<file path="config.mk">
export PLATFORM = sky130hd
export DESIGN_NAME = acm_seq_ctrl
export DESIGN_NICKNAME = d
export VERILOG_FILES = /design/src/acm_pkg.sv /design/src/acm_arbiter.sv /design/src/acm_averager.sv /design/src/acm_seq_ctrl.sv
export SDC_FILE = /design/constraint.sdc
export NUM_CORES = 1
export LEC_CHECK = 0
export BUFFER_PORTS_ARGS = -buffer_cell sky130_fd_sc_hd__clkbuf_2
export CELL_PAD_IN_SITES_DETAIL_PLACEMENT = 1
export CELL_PAD_IN_SITES_GLOBAL_PLACEMENT = 1
export CORE_AREA = 2 2 121 123
export CTS_CLUSTER_DIAMETER = 40
export DETAILED_ROUTE_END_ITERATION = 8
export DIE_AREA = 0 0 123 125
export GPL_TIMING_DRIVEN = 1
export PLACE_DENSITY_LB_ADDON = 0.1
export SKIP_CTS_REPAIR_TIMING = 1
export SYNTH_ARGS = -nofsm -noshare
export SYNTH_HDL_FRONTEND = slang
export SYNTH_SLANG_ARGS = --single-unit
</file>
<file path="constraint.sdc">
create_clock -name core_clk -period 8.02 [get_ports core_clk]
set_clock_uncertainty 0.1 [all_clocks]
set_input_delay 1.604 -clock core_clk [delete_from_list [all_inputs] [get_ports core_clk]]
set_output_delay 1.604 -clock core_clk [all_outputs]
set_load 0.02 [all_outputs]
</file>
<file path="src/acm_pkg.sv">
// Shared constants for the converter sequencing control block
`default_nettype none
package acm_pkg;
  // Register byte offsets
  localparam logic [11:0] OFF_SEQ_ENABLE = 12'h000;
  localparam logic [11:0] OFF_PRIORITY = 12'h020;
  localparam logic [11:0] OFF_START = 12'h028;
  localparam logic [11:0] OFF_AVG = 12'h030;
  localparam logic [11:0] OFF_INPUT_SEL_SLOT_FIRST = 12'h040;
  localparam logic [11:0] OFF_SEQ0_LAST = 12'h048;
  localparam logic [11:0] OFF_STATUS = 12'h04c;
  // Field layout and reset values
  localparam int NUM_SEQ = 4;
  localparam int NUM_SLOT = 8;
  localparam int FIELD_STRIDE = 4;
  localparam int SEL_W = 2;
  localparam int AVG_W = 3;
  localparam int CONV_W = 10;
  localparam int MAX_EXP = 6;
  localparam int SUM_W = CONV_W + MAX_EXP;
  localparam logic [31:0] PRIORITY_MASK = 32'h00003333;
  localparam logic [31:0] PRIORITY_RESET = 32'h00003210;
  localparam logic [31:0] MUX_MASK = 32'h33333333;
  localparam logic [31:0] MUX_RESET = 32'h00000000;
  localparam logic [3:0] ENABLE_RESET = 4'h0;
  localparam logic [2:0] AVG_RESET = 3'h0;
  localparam logic [2:0] SEQ0_LAST_RESET = 3'h0;
  localparam logic [SEL_W-1:0] OTHER_SEQ_SEL = 2'h0;
  // Status register bit positions
  localparam int ST_PEND_LSB = 0;
  localparam int ST_BUSY_BIT = 4;
  localparam int ST_SEQ_LSB = 8;
  // Sequencing states
  typedef enum logic [1:0] {
    ST_IDLE, ST_START, ST_WAIT, ST_SETTLE
  } acm_state_e;
endpackage : acm_pkg
`default_nettype wire

</file>
<file path="src/acm_arbiter.sv">
// Picks the pending sequencer with the most urgent priority encoding
`default_nettype none
module acm_arbiter (
  input wire logic [3:0] pending,
  input wire logic [31:0] priority_reg,
  output logic grant_valid,
  output logic [1:0] grant_idx
);
  // Encoding 0 is most urgent; ties go to the lower sequencer number
  function automatic logic [1:0] prio_of(input logic [31:0] r,
                                        input int n);
    prio_of = r[n*acm_pkg::FIELD_STRIDE +: acm_pkg::SEL_W];
  endfunction : prio_of

  always_comb begin
    logic [2:0] best;
    best = 3'h4;
    grant_valid = 1'b0;
    grant_idx = 2'h0;
    for (int n = 0; n < acm_pkg::NUM_SEQ; n++) begin
      if (pending[n] && ({1'b0, prio_of(priority_reg, n)} < best)) begin
        best = {1'b0, prio_of(priority_reg, n)};
        grant_valid = 1'b1;
        grant_idx = n[1:0];
      end
    end
  end
endmodule : acm_arbiter
`default_nettype wire

</file>
<file path="src/acm_averager.sv">
// Accumulates 2^n conversions and emits their mean
`default_nettype none
module acm_averager (
  input wire logic core_clk,
  input wire logic srst,
  input wire logic sample_valid,
  input wire logic [acm_pkg::CONV_W-1:0] sample,
  input wire logic [2:0] exponent,
  output logic avg_valid_q,
  output logic [acm_pkg::CONV_W-1:0] avg_data_q
);
  logic [acm_pkg::MAX_EXP:0] count_q;
  logic [acm_pkg::SUM_W-1:0] sum_q;
  logic [acm_pkg::SUM_W-1:0] sum_d;
  logic [2:0] exp_eff;

  // Exponent 7 is undefined; treat it as 6 to keep sum width bounded
  assign exp_eff = (exponent > 3'(acm_pkg::MAX_EXP)) ?
                   3'(acm_pkg::MAX_EXP) : exponent;
  assign sum_d = sum_q + acm_pkg::SUM_W'(sample);

  // Window ends after 2^exp samples; exp 0 passes each sample through
  always_ff @(posedge core_clk) begin
    if (srst) begin
      count_q <= '0;
      sum_q <= '0;
      avg_valid_q <= 1'b0;
      avg_data_q <= '0;
    end else begin
      avg_valid_q <= 1'b0;
      if (sample_valid) begin
        if (count_q == ((acm_pkg::MAX_EXP+1)'(1) << exp_eff) - 1'b1) begin
          avg_data_q <= acm_pkg::CONV_W'(sum_d >> exp_eff);
          avg_valid_q <= 1'b1;
          count_q <= '0;
          sum_q <= '0;
        end else begin
          count_q <= count_q + 1'b1;
          sum_q <= sum_d;
        end
      end
    end
  end
endmodule : acm_averager
`default_nettype wire

</file>
<file path="src/acm_seq_ctrl.sv">
// Register file, trigger and sequencing control for the converter
// Overview of operation
// Writing one to start bit n triggers sequencer n if it is enabled.
// Start register is write-only; reads return zero, bits 31:4 unused.
// Each stored result is the mean of 2^exponent consecutive conversions.
// Exponent zero passes every conversion straight through.
// Exponent six averages sixty-four conversions into one result.
// Software must keep the exponent within zero to six.
// Exponent is a read/write field at bits 2:0, reset zero.
// Sequencer zero input select holds eight slots, each used for its sample.
// A slot value k selects analog input k.
// Slot fields two bits wide, four apart, eighth at 29:28, reset zero.
// Reserved bits read as zero here; software leaves them unchanged.
// Simultaneous triggers run in order of their priority encodings.
// First three slots sit at bits 1:0, 5:4 and 9:8, reset zero.
// Writing zero to a start bit leaves that sequencer alone.
//
// Local design decision: strobed register access.
`default_nettype none
module acm_seq_ctrl (
  input wire logic core_clk,
  input wire logic srst,
  input wire logic [11:0] reg_addr,
  input wire logic [31:0] reg_wdata,
  input wire logic reg_wr,
  input wire logic reg_rd,
  output logic [31:0] reg_rdata_q,
  output logic conv_start_q,
  output logic [acm_pkg::SEL_W-1:0] conv_input_sel_q,
  input wire logic conv_done,
  input wire logic [acm_pkg::CONV_W-1:0] conv_data,
  output logic result_valid_q,
  output logic [acm_pkg::CONV_W-1:0] result_data_q,
  output logic [1:0] result_seq_q
);
  logic [3:0] enable_q;
  logic [31:0] priority_q;
  logic [2:0] avg_exp_q;
  logic [31:0] input_sel_slot_first_q;
  logic [2:0] seq0_last_q;
  logic [3:0] pending_q;
  logic [3:0] pending_set;
  logic [3:0] pending_clr;
  acm_pkg::acm_state_e state_q;
  logic [1:0] cur_seq_q;
  logic [2:0] slot_q;
  logic grant_valid;
  logic [1:0] grant_idx;
  logic avg_valid;
  logic [acm_pkg::CONV_W-1:0] avg_data;
  logic sample_valid;

  // Write decode shared by every writable register
  function automatic logic wr_hit(input logic wr, input logic [11:0] a,
                                  input logic [11:0] off);
    wr_hit = wr && (a == off);
  endfunction : wr_hit

  // Slot k of the select register
  function automatic logic [1:0] slot_sel(input logic [31:0] r,
                                         input logic [2:0] k);
    slot_sel = r[k*acm_pkg::FIELD_STRIDE +: acm_pkg::SEL_W];
  endfunction : slot_sel

  // Configuration registers written by software
  always_ff @(posedge core_clk) begin
    if (srst) begin
      enable_q <= acm_pkg::ENABLE_RESET;
      priority_q <= acm_pkg::PRIORITY_RESET;
      avg_exp_q <= acm_pkg::AVG_RESET;
      input_sel_slot_first_q <= acm_pkg::MUX_RESET;
      seq0_last_q <= acm_pkg::SEQ0_LAST_RESET;
    end else begin
      if (wr_hit(reg_wr, reg_addr, acm_pkg::OFF_SEQ_ENABLE))
        enable_q <= reg_wdata[3:0];
      if (wr_hit(reg_wr, reg_addr, acm_pkg::OFF_PRIORITY))
        priority_q <= reg_wdata & acm_pkg::PRIORITY_MASK;
      if (wr_hit(reg_wr, reg_addr, acm_pkg::OFF_AVG))
        avg_exp_q <= reg_wdata[2:0];
      if (wr_hit(reg_wr, reg_addr, acm_pkg::OFF_INPUT_SEL_SLOT_FIRST))
        input_sel_slot_first_q <= reg_wdata & acm_pkg::MUX_MASK;
      if (wr_hit(reg_wr, reg_addr, acm_pkg::OFF_SEQ0_LAST))
        seq0_last_q <= reg_wdata[2:0];
    end
  end

  // Trigger requests: only ones of enabled sequencers count, zeros ignored
  assign pending_set = wr_hit(reg_wr, reg_addr, acm_pkg::OFF_START) ?
                       (reg_wdata[3:0] & enable_q) : 4'h0;
  assign pending_clr = (state_q == acm_pkg::ST_IDLE && grant_valid) ?
                       (4'h1 << grant_idx) : 4'h0;

  // A trigger landing on its own dispatch cycle is kept: set wins
  always_ff @(posedge core_clk) begin
    if (srst) begin
      pending_q <= 4'h0;
    end else begin
      pending_q <= (pending_q & ~pending_clr) | pending_set;
    end
  end

  acm_arbiter u_arbiter (
    .pending(pending_q),
    .priority_reg(priority_q),
    .grant_valid(grant_valid),
    .grant_idx(grant_idx)
  );

  assign sample_valid = (state_q == acm_pkg::ST_WAIT) && conv_done;

  acm_averager u_averager (
    .core_clk(core_clk),
    .srst(srst),
    .sample_valid(sample_valid),
    .sample(conv_data),
    .exponent(avg_exp_q),
    .avg_valid_q(avg_valid),
    .avg_data_q(avg_data)
  );

  // Sequencing: start, wait for the core, settle one cycle for the mean
  always_ff @(posedge core_clk) begin
    if (srst) begin
      state_q <= acm_pkg::ST_IDLE;
      cur_seq_q <= 2'h0;
      slot_q <= 3'h0;
    end else begin
      case (state_q)
        acm_pkg::ST_IDLE: begin
          if (grant_valid) begin
            cur_seq_q <= grant_idx;
            slot_q <= 3'h0;
            state_q <= acm_pkg::ST_START;
          end
        end
        acm_pkg::ST_START: state_q <= acm_pkg::ST_WAIT;
        acm_pkg::ST_WAIT: begin
          if (conv_done)
            state_q <= acm_pkg::ST_SETTLE;
        end
        acm_pkg::ST_SETTLE: begin
          // Averaging window open: convert the same slot again
          if (!avg_valid)
            state_q <= acm_pkg::ST_START;
          else if (cur_seq_q == 2'h0 && slot_q != seq0_last_q) begin
            slot_q <= slot_q + 1'b1;
            state_q <= acm_pkg::ST_START;
          end else
            state_q <= acm_pkg::ST_IDLE;
        end
        default: state_q <= acm_pkg::ST_IDLE;
      endcase
    end
  end

  // Converter command: one-cycle start, select held through conversion
  always_ff @(posedge core_clk) begin
    if (srst) begin
      conv_start_q <= 1'b0;
      conv_input_sel_q <= '0;
    end else begin
      conv_start_q <= (state_q == acm_pkg::ST_START);
      if (state_q == acm_pkg::ST_START)
        conv_input_sel_q <= (cur_seq_q == 2'h0) ?
                            slot_sel(input_sel_slot_first_q, slot_q) :
                            acm_pkg::OTHER_SEQ_SEL;
    end
  end

  // Result strobe toward the sequencer FIFOs
  always_ff @(posedge core_clk) begin
    if (srst) begin
      result_valid_q <= 1'b0;
      result_data_q <= '0;
      result_seq_q <= 2'h0;
    end else begin
      result_valid_q <= (state_q == acm_pkg::ST_SETTLE) && avg_valid;
      if ((state_q == acm_pkg::ST_SETTLE) && avg_valid) begin
        result_data_q <= avg_data;
        result_seq_q <= cur_seq_q;
      end
    end
  end

  // Read port; reserved bits and unmapped addresses read zero
  always_ff @(posedge core_clk) begin
    if (srst) begin
      reg_rdata_q <= 32'h0;
    end else if (reg_rd) begin
      case (reg_addr)
        acm_pkg::OFF_SEQ_ENABLE: reg_rdata_q <= {28'h0, enable_q};
        acm_pkg::OFF_PRIORITY: reg_rdata_q <= priority_q;
        acm_pkg::OFF_START: reg_rdata_q <= 32'h0;
        acm_pkg::OFF_AVG: reg_rdata_q <= {29'h0, avg_exp_q};
        acm_pkg::OFF_INPUT_SEL_SLOT_FIRST: reg_rdata_q <= input_sel_slot_first_q;
        acm_pkg::OFF_SEQ0_LAST: reg_rdata_q <= {29'h0, seq0_last_q};
        acm_pkg::OFF_STATUS: begin
          reg_rdata_q <= 32'h0;
          reg_rdata_q[acm_pkg::ST_PEND_LSB +: 4] <= pending_q;
          reg_rdata_q[acm_pkg::ST_BUSY_BIT] <= state_q != acm_pkg::ST_IDLE;
          reg_rdata_q[acm_pkg::ST_SEQ_LSB +: 2] <= cur_seq_q;
        end
        default: reg_rdata_q <= 32'h0;
      endcase
    end else begin
      reg_rdata_q <= 32'h0;
    end
  end

  // Enabled trigger write marks the sequencer pending next cycle
  property p_trigger_enabled;
    @(posedge core_clk) disable iff (srst)
    (reg_wr && reg_addr == acm_pkg::OFF_START && reg_wdata[0] && enable_q[0])
    |=> pending_q[0];
  endproperty
  a_trigger_enabled: assert property (p_trigger_enabled)
    else $error("enabled trigger lost");

  property p_trigger_disabled;
    @(posedge core_clk) disable iff (srst)
    (reg_wr && reg_addr == acm_pkg::OFF_START && !enable_q[1] && !pending_q[1])
    |=> !pending_q[1];
  endproperty
  a_trigger_disabled: assert property (p_trigger_disabled)
    else $error("disabled sequencer became pending");

  property p_start_reads_zero;
    @(posedge core_clk) disable iff (srst)
    (reg_rd && reg_addr == acm_pkg::OFF_START) |=> reg_rdata_q == 32'h0;
  endproperty
  a_start_reads_zero: assert property (p_start_reads_zero)
    else $error("start register read not zero");

  property p_zero_write;
    @(posedge core_clk) disable iff (srst)
    (reg_wr && reg_addr == acm_pkg::OFF_START && reg_wdata[3:0] == 4'h0
     && state_q != acm_pkg::ST_IDLE) |=> pending_q == $past(pending_q);
  endproperty
  a_zero_write: assert property (p_zero_write)
    else $error("zero write changed pending");

  property p_pass_through;
    @(posedge core_clk) disable iff (srst)
    (sample_valid && avg_exp_q == 3'h0) |-> ##2
    (result_valid_q && result_data_q == $past(conv_data, 2));
  endproperty
  a_pass_through: assert property (p_pass_through)
    else $error("exponent zero did not pass sample through");

  property p_avg_readback;
    @(posedge core_clk) disable iff (srst)
    (reg_wr && reg_addr == acm_pkg::OFF_AVG) ##1
    (reg_rd && reg_addr == acm_pkg::OFF_AVG) |=>
    reg_rdata_q == {29'h0, $past(reg_wdata[2:0], 2)};
  endproperty
  a_avg_readback: assert property (p_avg_readback)
    else $error("averaging field readback wrong");

  property p_sel_follows_slot;
    @(posedge core_clk) disable iff (srst)
    (state_q == acm_pkg::ST_START && cur_seq_q == 2'h0) |=>
    conv_start_q && conv_input_sel_q == $past(slot_sel(input_sel_slot_first_q, slot_q));
  endproperty
  a_sel_follows_slot: assert property (p_sel_follows_slot)
    else $error("input select does not follow slot field");

  property p_grant_priority;
    @(posedge core_clk) disable iff (srst)
    (state_q == acm_pkg::ST_IDLE && pending_q[0] && pending_q[1] &&
     priority_q[5:4] < priority_q[1:0]) |=> cur_seq_q != 2'h0 &&
    ($past(pending_q[3:2]) != 2'h0 || cur_seq_q == 2'h1);
  endproperty
  a_grant_priority: assert property (p_grant_priority)
    else $error("lower priority sequencer served first");

  property p_mux_reserved;
    @(posedge core_clk) disable iff (srst)
    (reg_rd && reg_addr == acm_pkg::OFF_INPUT_SEL_SLOT_FIRST) |=>
    (reg_rdata_q & ~acm_pkg::MUX_MASK) == 32'h0;
  endproperty
  a_mux_reserved: assert property (p_mux_reserved)
    else $error("select register reserved bits set");

  // Exponent and select fields come out of reset cleared
  property p_reset_fields;
    @(posedge core_clk)
    srst |=> avg_exp_q == acm_pkg::AVG_RESET &&
    input_sel_slot_first_q == acm_pkg::MUX_RESET;
  endproperty
  a_reset_fields: assert property (p_reset_fields)
    else $error("configuration field not cleared by reset");

  // A zero in a start bit never raises that sequencer's request
  property p_zero_bit_ignored;
    @(posedge core_clk) disable iff (srst)
    (reg_wr && reg_addr == acm_pkg::OFF_START && !reg_wdata[2] &&
     !pending_q[2]) |=> !pending_q[2];
  endproperty
  a_zero_bit_ignored: assert property (p_zero_bit_ignored)
    else $error("zero start bit raised a request");

  // Select fields keep exactly what software wrote, reserved bits dropped
  property p_mux_write;
    @(posedge core_clk) disable iff (srst)
    (reg_wr && reg_addr == acm_pkg::OFF_INPUT_SEL_SLOT_FIRST) |=>
    input_sel_slot_first_q == ($past(reg_wdata) & acm_pkg::MUX_MASK);
  endproperty
  a_mux_write: assert property (p_mux_write)
    else $error("select register lost a written field");
endmodule : acm_seq_ctrl
`default_nettype wire

</file>
* Yosys cells after proc, flatten, opt, wreduce, memory -nomap -nowiden
Cells that the tools add are included.
** Storage, ports and cells
- Bits in registers :: 127
- Input bits :: 59
- Output and inout bits :: 48
- Word-level logic and storage cells :: 103
** Operators by class
- Add/subtract/negate cells :: 4
- $lt $le $gt $ge :: 4
- Eq/ne operators :: 15
- Shift operators :: 4
- Multiplexer cells :: 27
- Bitwise logic cells :: 6
- Reductions and logical operators :: 24
** Operators by type and width (count)
- one-hot mux 30 bit (6 select lines) :: 1
- equality test 12 x 6 -> 1 bit (second input constant) :: 3
- equality test 12 x 7 -> 1 bit (second input constant) :: 3
- variable part select 32 x 6 -> 2 bit :: 1
- 2-to-1 mux 3 bit :: 7
- adder 16 x 10 -> 16 bit :: 1
- 2-to-1 mux 16 bit :: 1
- >> shifter 16 x 3 -> 10 bit :: 1
- logical AND 1 bit :: 13
- logical NOT 12 bit :: 1
- 2-to-1 mux 2 bit :: 5
- less-than comparator 2 x 3 -> 1 bit :: 3
- AND 4 bit :: 2
- 2-to-1 mux 1 bit :: 8
- 2-to-1 mux 4 bit :: 2
- one-hot mux 2 bit (4 select lines) :: 1
- adder 7 x 1 -> 7 bit (second input constant) :: 1
- equality test 7 bit :: 1
- 2-to-1 mux 7 bit :: 1
- left shift 1 x 3 -> 7 bit (first input constant) :: 1
- subtractor 7 x 1 -> 7 bit (second input constant) :: 1
- inequality test 2 bit (second input constant) :: 3
- one-hot mux 3 bit (2 select lines) :: 1
- AND reduction 2 bit :: 3
- 14 further kinds :: 19

* Logic depth before layout (Yosys ltp)
- Depth in word-level cells :: 15
- Mapped depth :: 19
- Depth with buffers taken out :: 18

* Modules after synthesis
Synthesis repeated with hierarchy kept, for this count alone.
** Second synthesis, totals
- Cell total of the unflattened synthesis :: 746
- Area, all modules :: 6352.3 µm²
** Modules (own cells, without submodules)
- acm_seq_ctrl :: times used 1, cells each 388, area an instance 3574.7 µm², seq. area each 1581.5 µm²
- acm_averager :: times used 1, cells each 327, area an instance 2553.7 µm², seq. area each 680.7 µm²
- acm_arbiter :: times used 1, cells each 31, area an instance 224.0 µm², seq. area each 0.0 µm²

* Least setup slack after synthesis
No wires, ideal clock.
- Path type :: input -> register
- Start :: in conv_data[0] (netlist bit)
- End :: reg u_averager.avg_data_q[4] (netlist bit)
- Setup time :: 79 ps
- Arrival time :: 4026 ps
- Required time :: 7841 ps
- Path slack :: 3815 ps
- Stages on the path :: 11
- Path buffers :: 1
- Cells stage by stage :: ha_1 inv_1 fa_1 nor2b_1 o221a_2 or4b_1 buf_2 and3_4 or2_1 mux4_2 a211oi_2
** On the way
- Word-level cells in the longest chain between the ends :: 2
** Ends and longest elaborated chain
- start: declaration :: RTL line acm_seq_ctrl.sv:31 : input wire logic [acm_pkg::CONV_W-1:0] conv_data,
- adder 16 x 10 -> 16 bit :: RTL line acm_averager.sv:20 : assign sum_d = sum_q + acm_pkg::SUM_W'(sample);
- >> shifter 16 x 3 -> 10 bit :: RTL line acm_averager.sv:33 : avg_data_q <= acm_pkg::CONV_W'(sum_d >> exp_eff);
- end signal: assignment :: RTL line acm_averager.sv:33
- end: declaration :: RTL line acm_averager.sv:10 : output logic [acm_pkg::CONV_W-1:0] avg_data_q
No other way between the ends.
A chain may end at the register's enable or synchronous reset.

* Worst setup path after layout
Ends and elaborated chain as after synthesis.

==> impl_metrics.prom <==
# TYPE chip_impl_metric gauge
chip_impl_metric{name="layout-area-overhead-vs-synth",unit="%"} 17.6
chip_impl_metric{name="globalplace.congestion",unit=""} 0.881
chip_impl_metric{name="static-leakage-power",unit="nW"} 3.07
chip_impl_metric{name="timing.max_slew.rel_slack",unit="%"} 23.6
chip_impl_metric{name="grt_pass1_wl",unit="um"} 31000
chip_impl_metric{name="antenna_violations_before_repair",unit=""} 0
chip_impl_info{name="endpoint_kind_of_the_worst_setup_timing_path",value="flop"} 1
chip_impl_info{name="root_buffer",value="clkbuf_16"} 1
chip_impl_metric{name="via_count",unit=""} 5849
chip_impl_metric{name="detail_route.iter0.violations",unit=""} 260
chip_impl_metric{name="final.setup.tns",unit="ns"} 0
chip_impl_metric{name="avgViaCountPerCell",unit=""} 5.81
chip_impl_metric{name="dpl.hpwl",unit="um"} 14000
chip_impl_metric{name="ys_seq_elements",unit=""} 113
chip_impl_info{name="run_status",value="completed"} 1
chip_impl_info{name="synth.most_common_cell",value="dfxtp_1"} 1
chip_impl_info{name="critPathLaunchType",value="input port"} 1
chip_impl_metric{name="grt_start_max_net_pins",unit=""} 52
chip_impl_metric{name="synth_cell_type_count",unit=""} 72
chip_impl_metric{name="timing.final.hold_violations",unit=""} 0
chip_impl_metric{name="tightestPinTransition",unit="ns"} 1.14
chip_impl_metric{name="floorplan.die_area",unit="mm2"} 0.0154
chip_impl_info{name="yosys.area.top_type",value="dfxtp_1"} 1
chip_impl_info{name="synth_top_cells_by_count",value="dfxtp_1 (113), nor2_1 (96), nand2_1 (80), a21oi_1 (59), clkbuf_1 (38)"} 1
chip_impl_metric{name="diodes",unit=""} 0
chip_impl_metric{name="total_power",unit="mW"} 1.47
chip_impl_metric{name="postSynthCellCount",unit=""} 749
chip_impl_info{name="ys_dominant_reg_cell",value="dfxtp_1"} 1
chip_impl_metric{name="fmaxAchievable",unit="MHz"} 237
chip_impl_metric{name="power.switching",unit="uW"} 336
chip_impl_metric{name="std_cell_core_area",unit="mm2"} 0.0142
chip_impl_metric{name="crit_required",unit="ns"} 8.25
chip_impl_metric{name="fp.dieW",unit="um"} 123
chip_impl_metric{name="setup_violations",unit=""} 0
chip_impl_metric{name="maximum_fanout_along_the_worst_path",unit=""} 13
chip_impl_metric{name="syn-cell-area",unit="mm2"} 0.00624
chip_impl_metric{name="drc",unit=""} 0
chip_impl_metric{name="arrival",unit="ns"} 4.45
chip_impl_metric{name="postRouteAntennaNets",unit=""} 0
chip_impl_metric{name="worst_ir_drop_vdd",unit="mV"} 0.145
chip_impl_metric{name="numCtsBuffers",unit=""} 17
chip_impl_metric{name="die_span_in_y",unit="um"} 125
chip_impl_metric{name="globalRouteOverflowTotal",unit=""} 0
chip_impl_metric{name="max-cap-violations",unit=""} 0
chip_impl_metric{name="number_of_global_route_vias_before_repair",unit=""} 6068
chip_impl_metric{name="share_of_total_power_consumed_by_net_switching",unit="%"} 22.9
chip_impl_metric{name="period_utilization_post_route",unit="%"} 52.7
chip_impl_metric{name="synthesis.yosys.warnings",unit=""} 0
chip_impl_metric{name="floorplan.initialDensity",unit="%"} 43.9
chip_impl_metric{name="finalNetCount",unit=""} 890
chip_impl_info{name="worst-setup-path-type",value="input port to flop"} 1
chip_impl_metric{name="postSynthAreaPerCell",unit="um2"} 8.33
chip_impl_metric{name="proportion_of_synthesized_flip_flops_having_asynchronous_set_or_reset",unit="%"} 0
chip_impl_info{name="cts_tree",value="done"} 1
chip_impl_metric{name="ioPinCount",unit=""} 107
chip_impl_metric{name="synth_enable_flop_cells",unit=""} 0
chip_impl_metric{name="synth-seq-area-share",unit="%"} 36.3
chip_impl_metric{name="detail_route.wirelength",unit="um"} 19100
chip_impl_info{name="hold_class",value="flop to flop"} 1
chip_impl_metric{name="power_per_unit_of_standard_cell_area",unit="mW/mm2"} 200
chip_impl_metric{name="synth_top_cell_area_share",unit="%"} 36.3
chip_impl_metric{name="clock_path_buffers",unit=""} 2
chip_impl_metric{name="clock_network_latency_to_the_later_pin_of_the_worst_skew_pair",unit="ns"} 0.41
chip_impl_metric{name="port_buffer_count",unit=""} 78
chip_impl_metric{name="cts_htree_levels",unit=""} 4
chip_impl_metric{name="path_clk_slew",unit="ns"} 0.05
chip_impl_metric{name="clockPowerShare",unit="%"} 55.1
chip_impl_metric{name="finalMaxSlewViolations",unit=""} 0
chip_impl_metric{name="layout_cell_share_with_drive_strength_beyond_1",unit="%"} 17.7
chip_impl_metric{name="fin_worst_hold_slack",unit="ns"} 0.354
chip_impl_metric{name="grt.total_usage",unit="%"} 25.7
chip_impl_metric{name="post-route-min-period",unit="ns"} 4.22
chip_impl_metric{name="n_fill_cell",unit=""} 1727
chip_impl_metric{name="share_comb_of_total_power",unit="%"} 6.3
chip_impl_metric{name="site_row_count",unit=""} 44
chip_impl_metric{name="cts.sinks",unit=""} 113
chip_impl_info{name="grt_setup_unrepaired",value="no"} 1
chip_impl_metric{name="dr.pass1.iters",unit=""} 5
chip_impl_info{name="post_synth_main_area_contributors",value="dfxtp_1 (36%), nor2_1 (5.8%), mux2i_1 (5.3%)"} 1
chip_impl_metric{name="routed_wire_length_per_instance",unit="um"} 19.0
chip_impl_metric{name="setup.reg_to_reg.worst_slack",unit="ns"} 4.08
chip_impl_metric{name="power.share.sequential",unit="%"} 38.6
chip_impl_metric{name="cellInternalPower",unit="mW"} 1.13
-- layout make-up --
type                            count  area, um2  area share, %
Sequential cell                   113       2260           30.8
Clock buffer                       19        453           6.18
Clock inverter                     13        183           2.49
Tap cell                          184        230           3.14
Multi-Input combinational cell    571       3680           50.2
Timing Repair Buffer               84        435           5.94
Inverter                           23       86.3           1.18
-- metal layers --
metal	wire length, um	GRT usage (%)	vias to the layer above
li1	-	-	2814
met1	7740	28.7	2887
met2	10100	46.7	110
met3	611	5.06	38
met4	590	10.8	0
met5	0	0	-
-- kinds of logic (layout without fill, tap and decap cells) --
| group | count (synthesis) | after routing | share of synthesized area [%] |
|---|---|---|---|
| compound gates | 182 | 182 | 19.9 |
| xor+xnor | 17 | 17 | 2.39 |
| fa+ha+maj | 21 | 21 | 4.33 |
| buf+inv | 78 | 139 | 5.56 |
| flops | 113 | 113 | 36.3 |
| mux | 51 | 51 | 10.2 |
| other cells | 1 | 14 | 0.0601 |
| simple gates | 286 | 286 | 21.3 |
-- critical path, stage by stage --
cell      delay (ns)
clkbuf_2        0.08
ha_1            0.20
inv_1           0.07
fa_1            0.19
nor2b_1         0.08
o221a_2         0.27
or4b_1          0.67
and3_4          0.30
or2_1           0.27
mux4_2          0.49
a211oi_2        0.22
-- cell usage in the layout (no fill, tap or decap), drive strengths merged, types with 8 or more instances in the layout --
master  Yosys  layout
dfxtp     113     113
clkbuf     38      97
nor2       96      96
nand2      80      80
a21oi      59      59
mux2i      33      33
nand3      27      27
o21ai      25      25
inv        22      24
ha         20      20
nor3       17      17
conb        1      14
and3       13      13
a211oi     12      12
xor2        9       9
nand4       9       9
mux2        9       9
mux4        9       9
nor2b       9       9
a22oi       8       8
xnor2       8       8
-- registers in the layout, summed over array words and instances, names as in the netlist --
register	cells
reg_rdata_q	18
input_sel_slot_first_q	16
u_averager.sum_q	16
result_data_q	10
u_averager.avg_data_q	10
priority_q	8
u_averager.count_q	7
enable_q	4
pending_q	4
avg_exp_q	3
seq0_last_q	3
slot_q	3
conv_input_sel_q	2
cur_seq_q	2
result_seq_q	2
state_q	2
conv_start_q	1
result_valid_q	1
u_averager.avg_valid_q	1
-- worst paths after layout --
path | depth (start not counted) | endpoint | start
setup / recovery | 11 | u_averager.avg_data_q[4]$_SDFFE_PP0P_ | conv_data[0]
hold / removal | 2 | result_data_q[4]$_SDFFE_PP0P_ | result_data_q[4]$_SDFFE_PP0P_
setup reg to reg | 17 | pending_q[3]$_SDFF_PP0_ | pending_q[0]$_SDFF_PP0_
hold reg to reg | 2 | result_data_q[4]$_SDFFE_PP0P_ | result_data_q[4]$_SDFFE_PP0P_
-- metrics by stage --
stage	instance area, um2	util, %	cells	worst slack [ns]
6_report	7330	51.6	1007	3.80
5_1_grt	7330	51.6	1007	3.68
3_3_place_gp	6700	47.2	975	3.40
3_5_place_dp	6700	47.2	975	3.41
4_1_cts	7330	51.6	1007	3.82
2_1_floorplan	6290	-	762	3.81
-- power by group through the flow --
| stage | logic, mW | clock network, mW | registers, mW |
|---|---|---|---|
| after floorplan | 0.0610 | 0 | 0.579 |
| after global placement | 0.0873 | 0 | 0.579 |
| after detailed placement | 0.0912 | 0 | 0.579 |
| after CTS | 0.0923 | 0.823 | 0.567 |
| after global routing | 0.101 | 0.857 | 0.567 |
| final | 0.0921 | 0.810 | 0.567 |
Power figures use the tool's default switching activity.
